**src/mulmove_pkg.sv**
```systemverilog
// Package with constants and types for the move and multiply execution block.
//
// Behaviour
// RULE_01: copy_acc_to_file decodes, reads, processes, then stores the working register, no flag.
// RULE_02: mul_literal puts working register times unsigned literal 0 to 255 in the product pair.
// RULE_03: mul_file puts working register times the location in the pair and keeps both sources.
// RULE_04: Both multiplies load the high byte into product_high, the low into product_low, no flag.
// RULE_05: Multiplication raises no overflow, carry or zero indication.
// RULE_06: With the access-select bit at 0 the file address resolves within the access bank.
// RULE_07: With access-select at 1, bank_select_reg gives the general_purpose_register bank.
// RULE_08: Extended set on and access-select 0: f up to 95 (5Fh) is indexed literal offset.
// RULE_09: mul_literal decodes, fetches the literal, computes, then writes the product pair.
// RULE_10: File-operand words carry an 8-bit file address 0 to 255 and one access-select bit.
// RULE_11: Each instruction is one program word done in one cycle of four quarter phases.
package mulmove_pkg;

    localparam int DATA_W = 8;
    localparam int ADDR_W = 12;
    localparam int BANK_W = 4;
    localparam int WORD_W = 16;

    // Opcode fields of the 16-bit program word.
    localparam logic [6:0] OPC_COPY_HI = 7'h37;
    localparam logic [6:0] OPC_MULF_HI = 7'h01;
    localparam logic [7:0] OPC_MULL_HI = 8'h0d;
    localparam int         ACC_SEL_BIT = 8;

    // Access bank split: 00h to 5Fh maps to bank 0, 60h to FFh to the last bank.
    localparam logic [7:0] ACCESS_SPLIT = 8'h60;
    localparam logic [7:0] INDEX_LIMIT  = 8'h5f;
    localparam logic [3:0] ACCESS_HIGH_BANK = 4'hf;

    localparam logic [7:0]  ACC_RESET  = 8'h00;
    localparam logic [15:0] PROD_RESET = 16'h0000;

    typedef enum logic [1:0] {
        OP_NONE,
        OP_COPY,
        OP_MULL,
        OP_MULF
    } op_e;

    typedef enum logic [1:0] {
        PH_Q1,
        PH_Q2,
        PH_Q3,
        PH_Q4
    } phase_e;

endpackage

```
**src/move_and_multiply_instr_exec.sv**
```systemverilog
// Execution unit for the copy, literal multiply and file multiply instructions.
`timescale 1ns/1ps
`default_nettype none

module move_and_multiply_instr_exec (
    // Clock and reset.
    input  wire logic                             clk_i,
    input  wire logic                             resetn_i,
    // Instruction issue.
    input  wire logic                             issue_i,
    input  wire logic [mulmove_pkg::WORD_W-1:0]   instr_i,
    output logic                                  ready_o,
    output logic                                  done_o,
    output logic                                  illegal_o,
    // Core context.
    input  wire logic [mulmove_pkg::DATA_W-1:0]   acc_i,
    input  wire logic [mulmove_pkg::BANK_W-1:0]   bank_select_reg_i,
    input  wire logic                             ext_en_i,
    input  wire logic [mulmove_pkg::ADDR_W-1:0]   index_base_i,
    // Data memory port.
    output logic      [mulmove_pkg::ADDR_W-1:0]   mem_addr_o,
    output logic                                  mem_rd_o,
    input  wire logic [mulmove_pkg::DATA_W-1:0]   mem_rdata_i,
    output logic                                  mem_wr_o,
    output logic      [mulmove_pkg::DATA_W-1:0]   mem_wdata_o,
    // Product register pair.
    output logic      [mulmove_pkg::DATA_W-1:0]   product_high_o,
    output logic      [mulmove_pkg::DATA_W-1:0]   product_low_o,
    // Phase indication.
    output logic      [1:0]                       phase_o
);

    ////////////////////////////////////////////////////////////////////////////
    // Reset release.

    logic [1:0] rst_sync;
    logic       rstn;

    always_ff @(posedge clk_i or negedge resetn_i) begin
        if (!resetn_i) begin
            rst_sync <= 2'h0;
        end else begin
            rst_sync <= {rst_sync[0], 1'b1};
        end
    end

    assign rstn = rst_sync[1];

    ////////////////////////////////////////////////////////////////////////////
    // State.

    typedef struct packed {
        mulmove_pkg::phase_e             phase;
        logic                            busy;
        mulmove_pkg::op_e                op;
        logic [7:0]                      operand;
        logic                            acc_sel;
        logic [mulmove_pkg::DATA_W-1:0]  acc;
        logic [mulmove_pkg::DATA_W-1:0]  src;
        logic [mulmove_pkg::ADDR_W-1:0]  addr;
        logic [15:0]                     product;
        logic                            rd;
        logic                            wr;
        logic [mulmove_pkg::DATA_W-1:0]  wdata;
        logic                            done;
        logic                            illegal;
    } state_s;

    state_s state_reg;
    state_s state_next;

    logic [mulmove_pkg::ADDR_W-1:0] resolved_addr;
    mulmove_pkg::op_e               decoded_op;

    file_addr_resolve u_resolve (
        .file_i       (state_reg.operand),
        .acc_sel_i    (state_reg.acc_sel),
        .ext_en_i     (ext_en_i),
        .bank_i       (bank_select_reg_i),
        .index_base_i (index_base_i),
        .addr_o       (resolved_addr)
    );

    ////////////////////////////////////////////////////////////////////////////
    // Decode of the single program word.

    always_comb begin
        if (instr_i[15:9] == mulmove_pkg::OPC_COPY_HI) begin
            decoded_op = mulmove_pkg::OP_COPY;
        end else if (instr_i[15:9] == mulmove_pkg::OPC_MULF_HI) begin
            decoded_op = mulmove_pkg::OP_MULF;
        end else if (instr_i[15:8] == mulmove_pkg::OPC_MULL_HI) begin
            decoded_op = mulmove_pkg::OP_MULL;
        end else begin
            decoded_op = mulmove_pkg::OP_NONE;
        end
    end

    ////////////////////////////////////////////////////////////////////////////
    // Quarter phase sequence.

    always_comb begin
        state_next         = state_reg;
        state_next.rd      = 1'b0;
        state_next.wr      = 1'b0;
        state_next.done    = 1'b0;
        state_next.illegal = 1'b0;
        unique case (state_reg.phase)
            mulmove_pkg::PH_Q1: begin
                // Decode is taken only while idle, so one word is one instruction.
                if (issue_i) begin // see RULE_11
                    if (decoded_op == mulmove_pkg::OP_NONE) begin
                        state_next.illegal = 1'b1;
                    end else begin
                        state_next.busy    = 1'b1;
                        state_next.op      = decoded_op;
                        state_next.operand = instr_i[7:0]; // see RULE_10
                        state_next.acc_sel = instr_i[mulmove_pkg::ACC_SEL_BIT]; // see RULE_10
                        state_next.acc     = acc_i;
                        state_next.phase   = mulmove_pkg::PH_Q2;
                    end
                end
            end
            mulmove_pkg::PH_Q2: begin
                state_next.addr = resolved_addr; // see RULE_06
                if (state_reg.op == mulmove_pkg::OP_MULL) begin
                    state_next.src = state_reg.operand; // see RULE_09
                end else begin
                    // Read of the location is set up in this phase for both file forms and is on mem_rd_o in Q3.
                    state_next.rd = 1'b1; // see RULE_01
                end
                state_next.phase = mulmove_pkg::PH_Q3;
            end
            mulmove_pkg::PH_Q3: begin
                if (state_reg.op == mulmove_pkg::OP_MULF) begin
                    // Unsigned 8x8 fits 16 bits, so no overflow or carry exists.
                    state_next.product = state_reg.acc * mem_rdata_i; // see RULE_03
                end else if (state_reg.op == mulmove_pkg::OP_MULL) begin
                    state_next.product = state_reg.acc * state_reg.src; // see RULE_02
                end else begin
                    state_next.wdata = state_reg.acc; // see RULE_01
                end
                state_next.phase = mulmove_pkg::PH_Q4;
            end
            mulmove_pkg::PH_Q4: begin
                // The copy writes memory; multiplies never write memory.
                state_next.wr    = (state_reg.op == mulmove_pkg::OP_COPY); // see RULE_03
                state_next.done  = 1'b1; // see RULE_11
                state_next.busy  = 1'b0;
                state_next.phase = mulmove_pkg::PH_Q1;
            end
        endcase
    end

    always_ff @(posedge clk_i or negedge rstn) begin
        if (!rstn) begin
            state_reg.phase   <= mulmove_pkg::PH_Q1;
            state_reg.busy    <= 1'b0;
            state_reg.op      <= mulmove_pkg::OP_NONE;
            state_reg.operand <= 8'h00;
            state_reg.acc_sel <= 1'b0;
            state_reg.acc     <= mulmove_pkg::ACC_RESET;
            state_reg.src     <= 8'h00;
            state_reg.addr    <= {mulmove_pkg::ADDR_W{1'b0}};
            state_reg.product <= mulmove_pkg::PROD_RESET;
            state_reg.rd      <= 1'b0;
            state_reg.wr      <= 1'b0;
            state_reg.wdata   <= 8'h00;
            state_reg.done    <= 1'b0;
            state_reg.illegal <= 1'b0;
        end else begin
            state_reg <= state_next;
        end
    end

    ////////////////////////////////////////////////////////////////////////////
    // Outputs. No status flag output exists, since none of these change flags.

    assign ready_o        = !state_reg.busy;
    assign done_o         = state_reg.done;
    assign illegal_o      = state_reg.illegal;
    assign mem_addr_o     = state_reg.addr;
    assign mem_rd_o       = state_reg.rd;
    assign mem_wr_o       = state_reg.wr;
    assign mem_wdata_o    = state_reg.wdata;
    assign product_high_o = state_reg.product[15:8]; // see RULE_04, RULE_05
    assign product_low_o  = state_reg.product[7:0]; // see RULE_04
    assign phase_o        = 2'(state_reg.phase);

endmodule

`default_nettype wire

```
**src/file_addr_resolve.sv**
```systemverilog
// File address resolver for access bank, banked and indexed literal offset modes.
`timescale 1ns/1ps
`default_nettype none

module file_addr_resolve (
    // Operand.
    input  wire logic [7:0]                       file_i,
    input  wire logic                             acc_sel_i,
    // Context.
    input  wire logic                             ext_en_i,
    input  wire logic [mulmove_pkg::BANK_W-1:0]   bank_i,
    input  wire logic [mulmove_pkg::ADDR_W-1:0]   index_base_i,
    // Result.
    output logic      [mulmove_pkg::ADDR_W-1:0]   addr_o
);

    always_comb begin
        if (acc_sel_i) begin
            addr_o = {bank_i, file_i}; // see RULE_07
        end else if (ext_en_i && (file_i <= mulmove_pkg::INDEX_LIMIT)) begin
            // Offset wraps within the data space, as the core adder would.
            addr_o = index_base_i + {4'h0, file_i}; // see RULE_08
        end else if (file_i < mulmove_pkg::ACCESS_SPLIT) begin
            addr_o = {4'h0, file_i}; // see RULE_06
        end else begin
            addr_o = {mulmove_pkg::ACCESS_HIGH_BANK, file_i}; // see RULE_06
        end
    end

endmodule

`default_nettype wire

```
**config.mk**
```make
export PLATFORM = sky130hd
export DESIGN_NAME = move_and_multiply_instr_exec
export DESIGN_NICKNAME = d
export VERILOG_FILES = /design/src/mulmove_pkg.sv /design/src/move_and_multiply_instr_exec.sv /design/src/file_addr_resolve.sv
export SDC_FILE = /design/constraint.sdc
export NUM_CORES = 1
export LEC_CHECK = 0
export BUFFER_PORTS_ARGS = -buffer_cell sky130_fd_sc_hd__buf_4
export CORE_MARGIN = 2
export CORE_UTILIZATION = 40
export CTS_BUF_LIST = sky130_fd_sc_hd__clkbuf_16
export CTS_CLUSTER_DIAMETER = 200
export DETAILED_ROUTE_END_ITERATION = 12
export GPL_TIMING_DRIVEN = 0
export PLACE_DENSITY = 0.6
export SLEW_MARGIN = 20
export SYNTH_ARGS = -nofsm -noshare
export SYNTH_HDL_FRONTEND = slang
export SYNTH_SLANG_ARGS = --single-unit
```
**constraint.sdc**
```tcl
create_clock -name clk_i -period 3.5 [get_ports clk_i]
set_clock_uncertainty 0.05 [all_clocks]
set_input_delay 0.35 -clock clk_i [delete_from_list [all_inputs] [get_ports clk_i]]
set_output_delay 0.35 -clock clk_i [all_outputs]
set_load 0.05 [all_outputs]
```
* Yosys cells after proc, flatten, opt, wreduce, memory -nomap -nowiden
Cells that the tools add are included.
** Storage, ports and cells
- Logic and storage cells :: 65
- Input port bits :: 52
- Register bits :: 72
- Output and inout bits :: 43
** Cells by class
- $lt $le $gt $ge :: 2
- Bitwise logic cells :: 3
- Reduce and logical (&&, ||, !) cells :: 12
- Muxes and demuxes :: 19
- Equality and inequality tests :: 11
- Add/subtract/negate cells :: 1
- Multiply operators :: 2
** Operator list (count)
- 22-bit two-way mux :: 2
- 12-bit two-way mux :: 3
- 8-bit by 8-bit multiplier with 16-bit output :: 2
- 16-bit two-way mux :: 2
- 12-bit by 8-bit adder with 12-bit output :: 1
- 3-bit AND reduction :: 3
- 2-bit equality test (second input constant) :: 4
- 8-bit by 4-bit equality test with 1-bit output (second input constant) :: 1
- 8-bit by 7-bit <= comparator with 1-bit output (second input constant) :: 1
- 8-bit by 7-bit less-than comparator with 1-bit output (second input constant) :: 1
- 2-bit case mux with 4 select lines :: 1
- 7-bit by 1-bit equality test with 1-bit output (second input constant) :: 1
- 7-bit by 6-bit equality test with 1-bit output (second input constant) :: 1
- 1-bit two-way mux :: 7
- 2-bit two-way mux :: 3
- 2-bit AND reduction :: 3
- 2-bit by 1-bit equality test with 1-bit output (second input constant) :: 2
- 2-bit logical NOT :: 2
- 2-bit != test (second input constant) :: 2
- 2-bit nonzero test :: 2
- 1-bit inverter :: 3
- 1-bit case mux with 2 select lines :: 1
- 1-bit logical AND :: 1
- 1-bit logical NOT :: 1

* Logic depth before layout (Yosys ltp)
- Depth after elaboration :: 8
- Mapped depth :: 17
- Gate-level depth less buffers :: 16

* By module
Synthesis repeated with hierarchy kept, for this count alone.
** Unflattened totals
- Cell total of the unflattened synthesis :: 831
- Area, all modules :: 8012.7 um2
** By module, submodules not included
- move_and_multiply_instr_exec :: cells each 735, sequential area each 1801.7 um2, times used 1, area each 7367.1 um2
- file_addr_resolve :: cells each 96, sequential area each 0.0 um2, times used 1, area each 645.6 um2

* Worst setup path before layout
OpenSTA, ideal clock, no wires.
- Path type :: reg-to-reg
- From :: register state_reg[48] (netlist name)
- To :: register state_reg (netlist bit product_high_o[7])
- Stages on the path, launching flop included :: 17
- Period minus slack after synthesis :: 4.242 ns
- Path buffers :: 1
- Data required time :: 3.314 ns
- Setup time :: 0.136 ns
- Arrival time :: 4.056 ns
- Setup slack :: -0.742 ns
- Cells stage by stage :: dfrtp_1 clkbuf_1 nand2_1 fa_1 fa_1 inv_1 fa_1 inv_1 fa_1 inv_1 ha_1 o21a_1 o31a_1 o21ai_1 a31oi_1 mux2i_1 o311ai_1
** Between the ends
- Cells in the longest elaborated chain, start to end :: 3
- Elaborated cells between the ends (all ways) :: 4
- Classes of those cells :: mul (2); mux (2)
** Ends and longest elaborated chain
- start: declaration :: line move_and_multiply_instr_exec.sv:69 : state_s state_reg;
- start signal: assignment :: line move_and_multiply_instr_exec.sv:172 : state_reg <= state_next;
- 8-bit by 8-bit multiplier with 16-bit output :: line move_and_multiply_instr_exec.sv:139 : state_next.product = state_reg.acc * state_reg.src;
- 16-bit two-way mux :: line move_and_multiply_instr_exec.sv:138 : end else if (state_reg.op == mulmove_pkg::OP_MULL) begin
- 16-bit two-way mux (*) :: line move_and_multiply_instr_exec.sv:135 : if (state_reg.op == mulmove_pkg::OP_MULF) begin
Mark *: on every way between the ends. The rest lies on a longest branch, timed or not. The select of a mux whose other input is x is not followed.
A chain may end at the register's enable or synchronous reset.

* Final worst setup path
- From :: register state_reg[54] (netlist name)
- To :: register state_reg (netlist bit product_high_o[7])
Same word-level chain as after synthesis.

==> results_dict.tcl <==
set metrics [dict create \
    grt_max_degree 41 \
    cts_tree "yes" \
    fin_util 0.5228 \
    rsz0062_at_grt "true" \
    route.vias.total 6213 \
    totalWireLength_um 20140 \
    drtIter0Drc 187 \
    antenna_found_initial 0 \
    path_clk_slew_ns 0.06 \
    synth_area_leaders "dfrtp_1 (22%), fa_1 (18%), ha_1 (13%), and2_1 (8.0%), inv_1 (5.1%)" \
    endpoint_kind "register" \
    wl_per_cell_um 16.02 \
    multi_input_area_mm2 0.005824 \
    dieArea_mm2 0.02118 \
    clk_latency_ns 0.35 \
    antenna_cells 0 \
    startpoint "state_reg[54]" \
    drive_above_1_share 0.3175 \
    syn-num-nets 1056 \
    syn_inst 846 \
    area_growth_pct 27.85 \
    fmax_mhz 234.5 \
    htree_levels 3 \
    regToRegSetupSlack_ns -0.76 \
    finalMaxSlewViolations 0 \
    place_hpwl_um 15260 \
    synth_warnings 0 \
    setup_violations 11 \
    drt_pre_antenna_iters 4 \
    gr-usage-all-layers 0.1969 \
    slew_headroom 0.6186 \
    ys_seq_area_frac 0.2249 \
    ys_seq_elements 72 \
    largest_reg_flops 28 \
    synth_edf_count 0 \
    timing.rr.end "product_high_o[7]" \
    worstSetupStartpointType "register" \
    core_mm2 0.01959 \
    r2r_start "state_reg[54]" \
    cp.required_ns 3.66 \
    worstMarginPinSlew_ns 0.5721 \
    antenna_left 0 \
    ff2ff_path_depth 15 \
    grt_pass1_wl_um 33160 \
    cts_made_buffers 9 \
    route.detailed.drc 0 \
    layout_setup_ws_ns -0.7641 \
    ios 95 \
    syn_area_per_cell_um2 9.470 \
    synth_top_cell_area_share 0.2249 \
    synth_area_leader_cell "dfrtp_1" \
    nets 1197 \
    crit_arrival_ns 4.43 \
    regArea_mm2 0.001821 \
    finalCritPeriodShare 1.218 \
    hp-class "in -> reg" \
    grt-ovfl-total 0 \
    min_to "state_reg[58]" \
    cp_max_fo 10 \
    violations "negative setup slack" \
    irDropWorstVdd_v 0.0004270 \
    portBuffers 94 \
    fp-row-count 51 \
    n_fill_cell 1823 \
    die_w_um 145.5 \
    gp_congestion 0.7999 \
    ys.flop_type "dfrtp_1" \
    die_h_um 145.5 \
    clock-sinks 72 \
    path_class "reg -> reg" \
    root_buffer "clkbuf_16" \
    whs_path_depth 3 \
    syn_area_mm2 0.008011 \
    period_minus_slack_ns 4.264 \
    yosysUniqueCellTypes 59 \
    min-delay-start "instr_i[1]" \
    via_per_inst 4.943 \
    max-cap-violations 0 \
    clock_path_buffers 2 \
    hold_viol 0 \
    setup_tns_ns -6.034 \
    grt_pass1_vias 6457 \
    status "complete, but fails checks" \
    async_flop_share 1.000 \
    initial_utilization 0.4090 \
    p_per_area_mw_per_mm2 604.6 \
    p_leak_nw 5.213 \
]
## through the flow
| step | total power [mW] | worst slack (ns) | hold WS [ns] | std cells | instance area [um^2] |
|---|---|---|---|---|---|
| 6_report | 6.192 | -0.7641 | 0.1764 | 1257 | 10240 |
| 5_1_grt | 6.619 | -0.9378 | 0.1703 | 1257 | 10240 |
| 4_1_cts | 6.150 | -0.7825 | 0.1608 | 1249 | 10030 |
| 3_5_place_dp | 4.978 | -1.186 | 0.08472 | 1206 | 9338 |
| 3_3_place_gp | 4.949 | -1.186 | 0.08429 | 1205 | 9314 |
| 2_1_floorplan | 4.020 | -0.5062 | 0.004409 | 846 | 8277 |
## worst max path at each step
stage	end	slack [ns]	cells after the start
finish	product_high_o[7]	-0.76	15
global route	product_high_o[7]	-0.94	15
CTS	product_high_o[7]	-0.78	15
detailed placement	product_high_o[7]	-1.19	16
global placement	product_high_o[7]	-1.19	16
floorplan	product_high_o[7]	-0.51	15
## critical path, stage by stage (launching register included)
cell	delay (ns)
dfrtp_2	0.42
clkbuf_8	0.17
and2_4	0.14
fa_1	0.56
fa_1	0.46
fa_1	0.50
inv_1	0.05
fa_1	0.50
inv_2	0.05
ha_4	0.28
o211ai_1	0.12
a21oi_1	0.19
o21ai_2	0.09
a31oi_1	0.17
mux2i_1	0.24
o311ai_1	0.12
## layout by cell type, fill, tap and decap left out, drive strengths merged, types with 4 or more instances in the layout
cell,n
o21a,6
nand3b,4
xor2,4
and2,103
nor2,32
fa,73
o21ai,31
mux2i,14
nor3,9
dfrtp,72
inv,109
a21oi,42
nand2,68
a211oi,8
ha,85
nand2b,5
a21o,7
nand3,11
a31oi,4
mux2,34
nor2b,4
clkbuf,24
o211ai,7
buf,172
xnor2,18
## layout make-up
type	count	area share
inverters	108	0.03958
clock buffers	9	0.02199
repair buffers	130	0.1033
well taps	265	0.03237
multi-input cells	608	0.5687
flip-flops and latches	72	0.1777
clock inverters	7	0.006963
plain buffers	58	0.04935
## cells by family after synthesis
group	count (synthesis)	share of synthesized area
multiplexers	48	0.07278
AND/OR/NAND/NOR	252	0.1660
buffers and inverters	166	0.09792
other	1	0.0004681
flip-flops	72	0.2249
adder cells (fa/ha/maj)	158	0.3152
AO/OA/AOI/OAI	127	0.09871
XOR/XNOR	22	0.02405
## Yosys cell counts, drive strengths merged, types with 4 or more instances
| cell type | number |
|---|---|
| buf | 43 |
| o21ai | 31 |
| mux2 | 34 |
| nand3 | 11 |
| nor2 | 32 |
| and2 | 103 |
| o211ai | 7 |
| nand2b | 5 |
| o21a | 6 |
| xor2 | 4 |
| dfrtp | 72 |
| inv | 108 |
| nand3b | 4 |
| ha | 85 |
| a21oi | 42 |
| a211oi | 8 |
| fa | 73 |
| nor2b | 4 |
| xnor2 | 18 |
| a21o | 7 |
| nand2 | 68 |
| mux2i | 14 |
| clkbuf | 15 |
| nor3 | 9 |
| a31oi | 4 |
## repair_timing
action,CTS,global route
gates cloned,1,1
buffers inserted,25,7
pin swaps,38,27
hold endpoints to repair,2,0
endpoints found under the setup margin,12,12
hold buffers,1,0
resized for setup,47,39
## layer usage
layer / up-vias / GRT usage / part of all wire
met4: 0 / 0.05980 / 0.025
met5: - / 0 / 0
met1: 3044 / 0.2533 / 0.45
met2: 114 / 0.3438 / 0.49
li1: 3028 / - / -
met3: 27 / 0.02884 / 0.035
## where the power goes
part	total (mW)	internal [mW]	switching [mW]
combinational	3.88	1.66	2.22
sequential	1.38	1.13	0.251
clock	0.927	0.551	0.376
No activity file was read; power rests on OpenSTA's default activity.
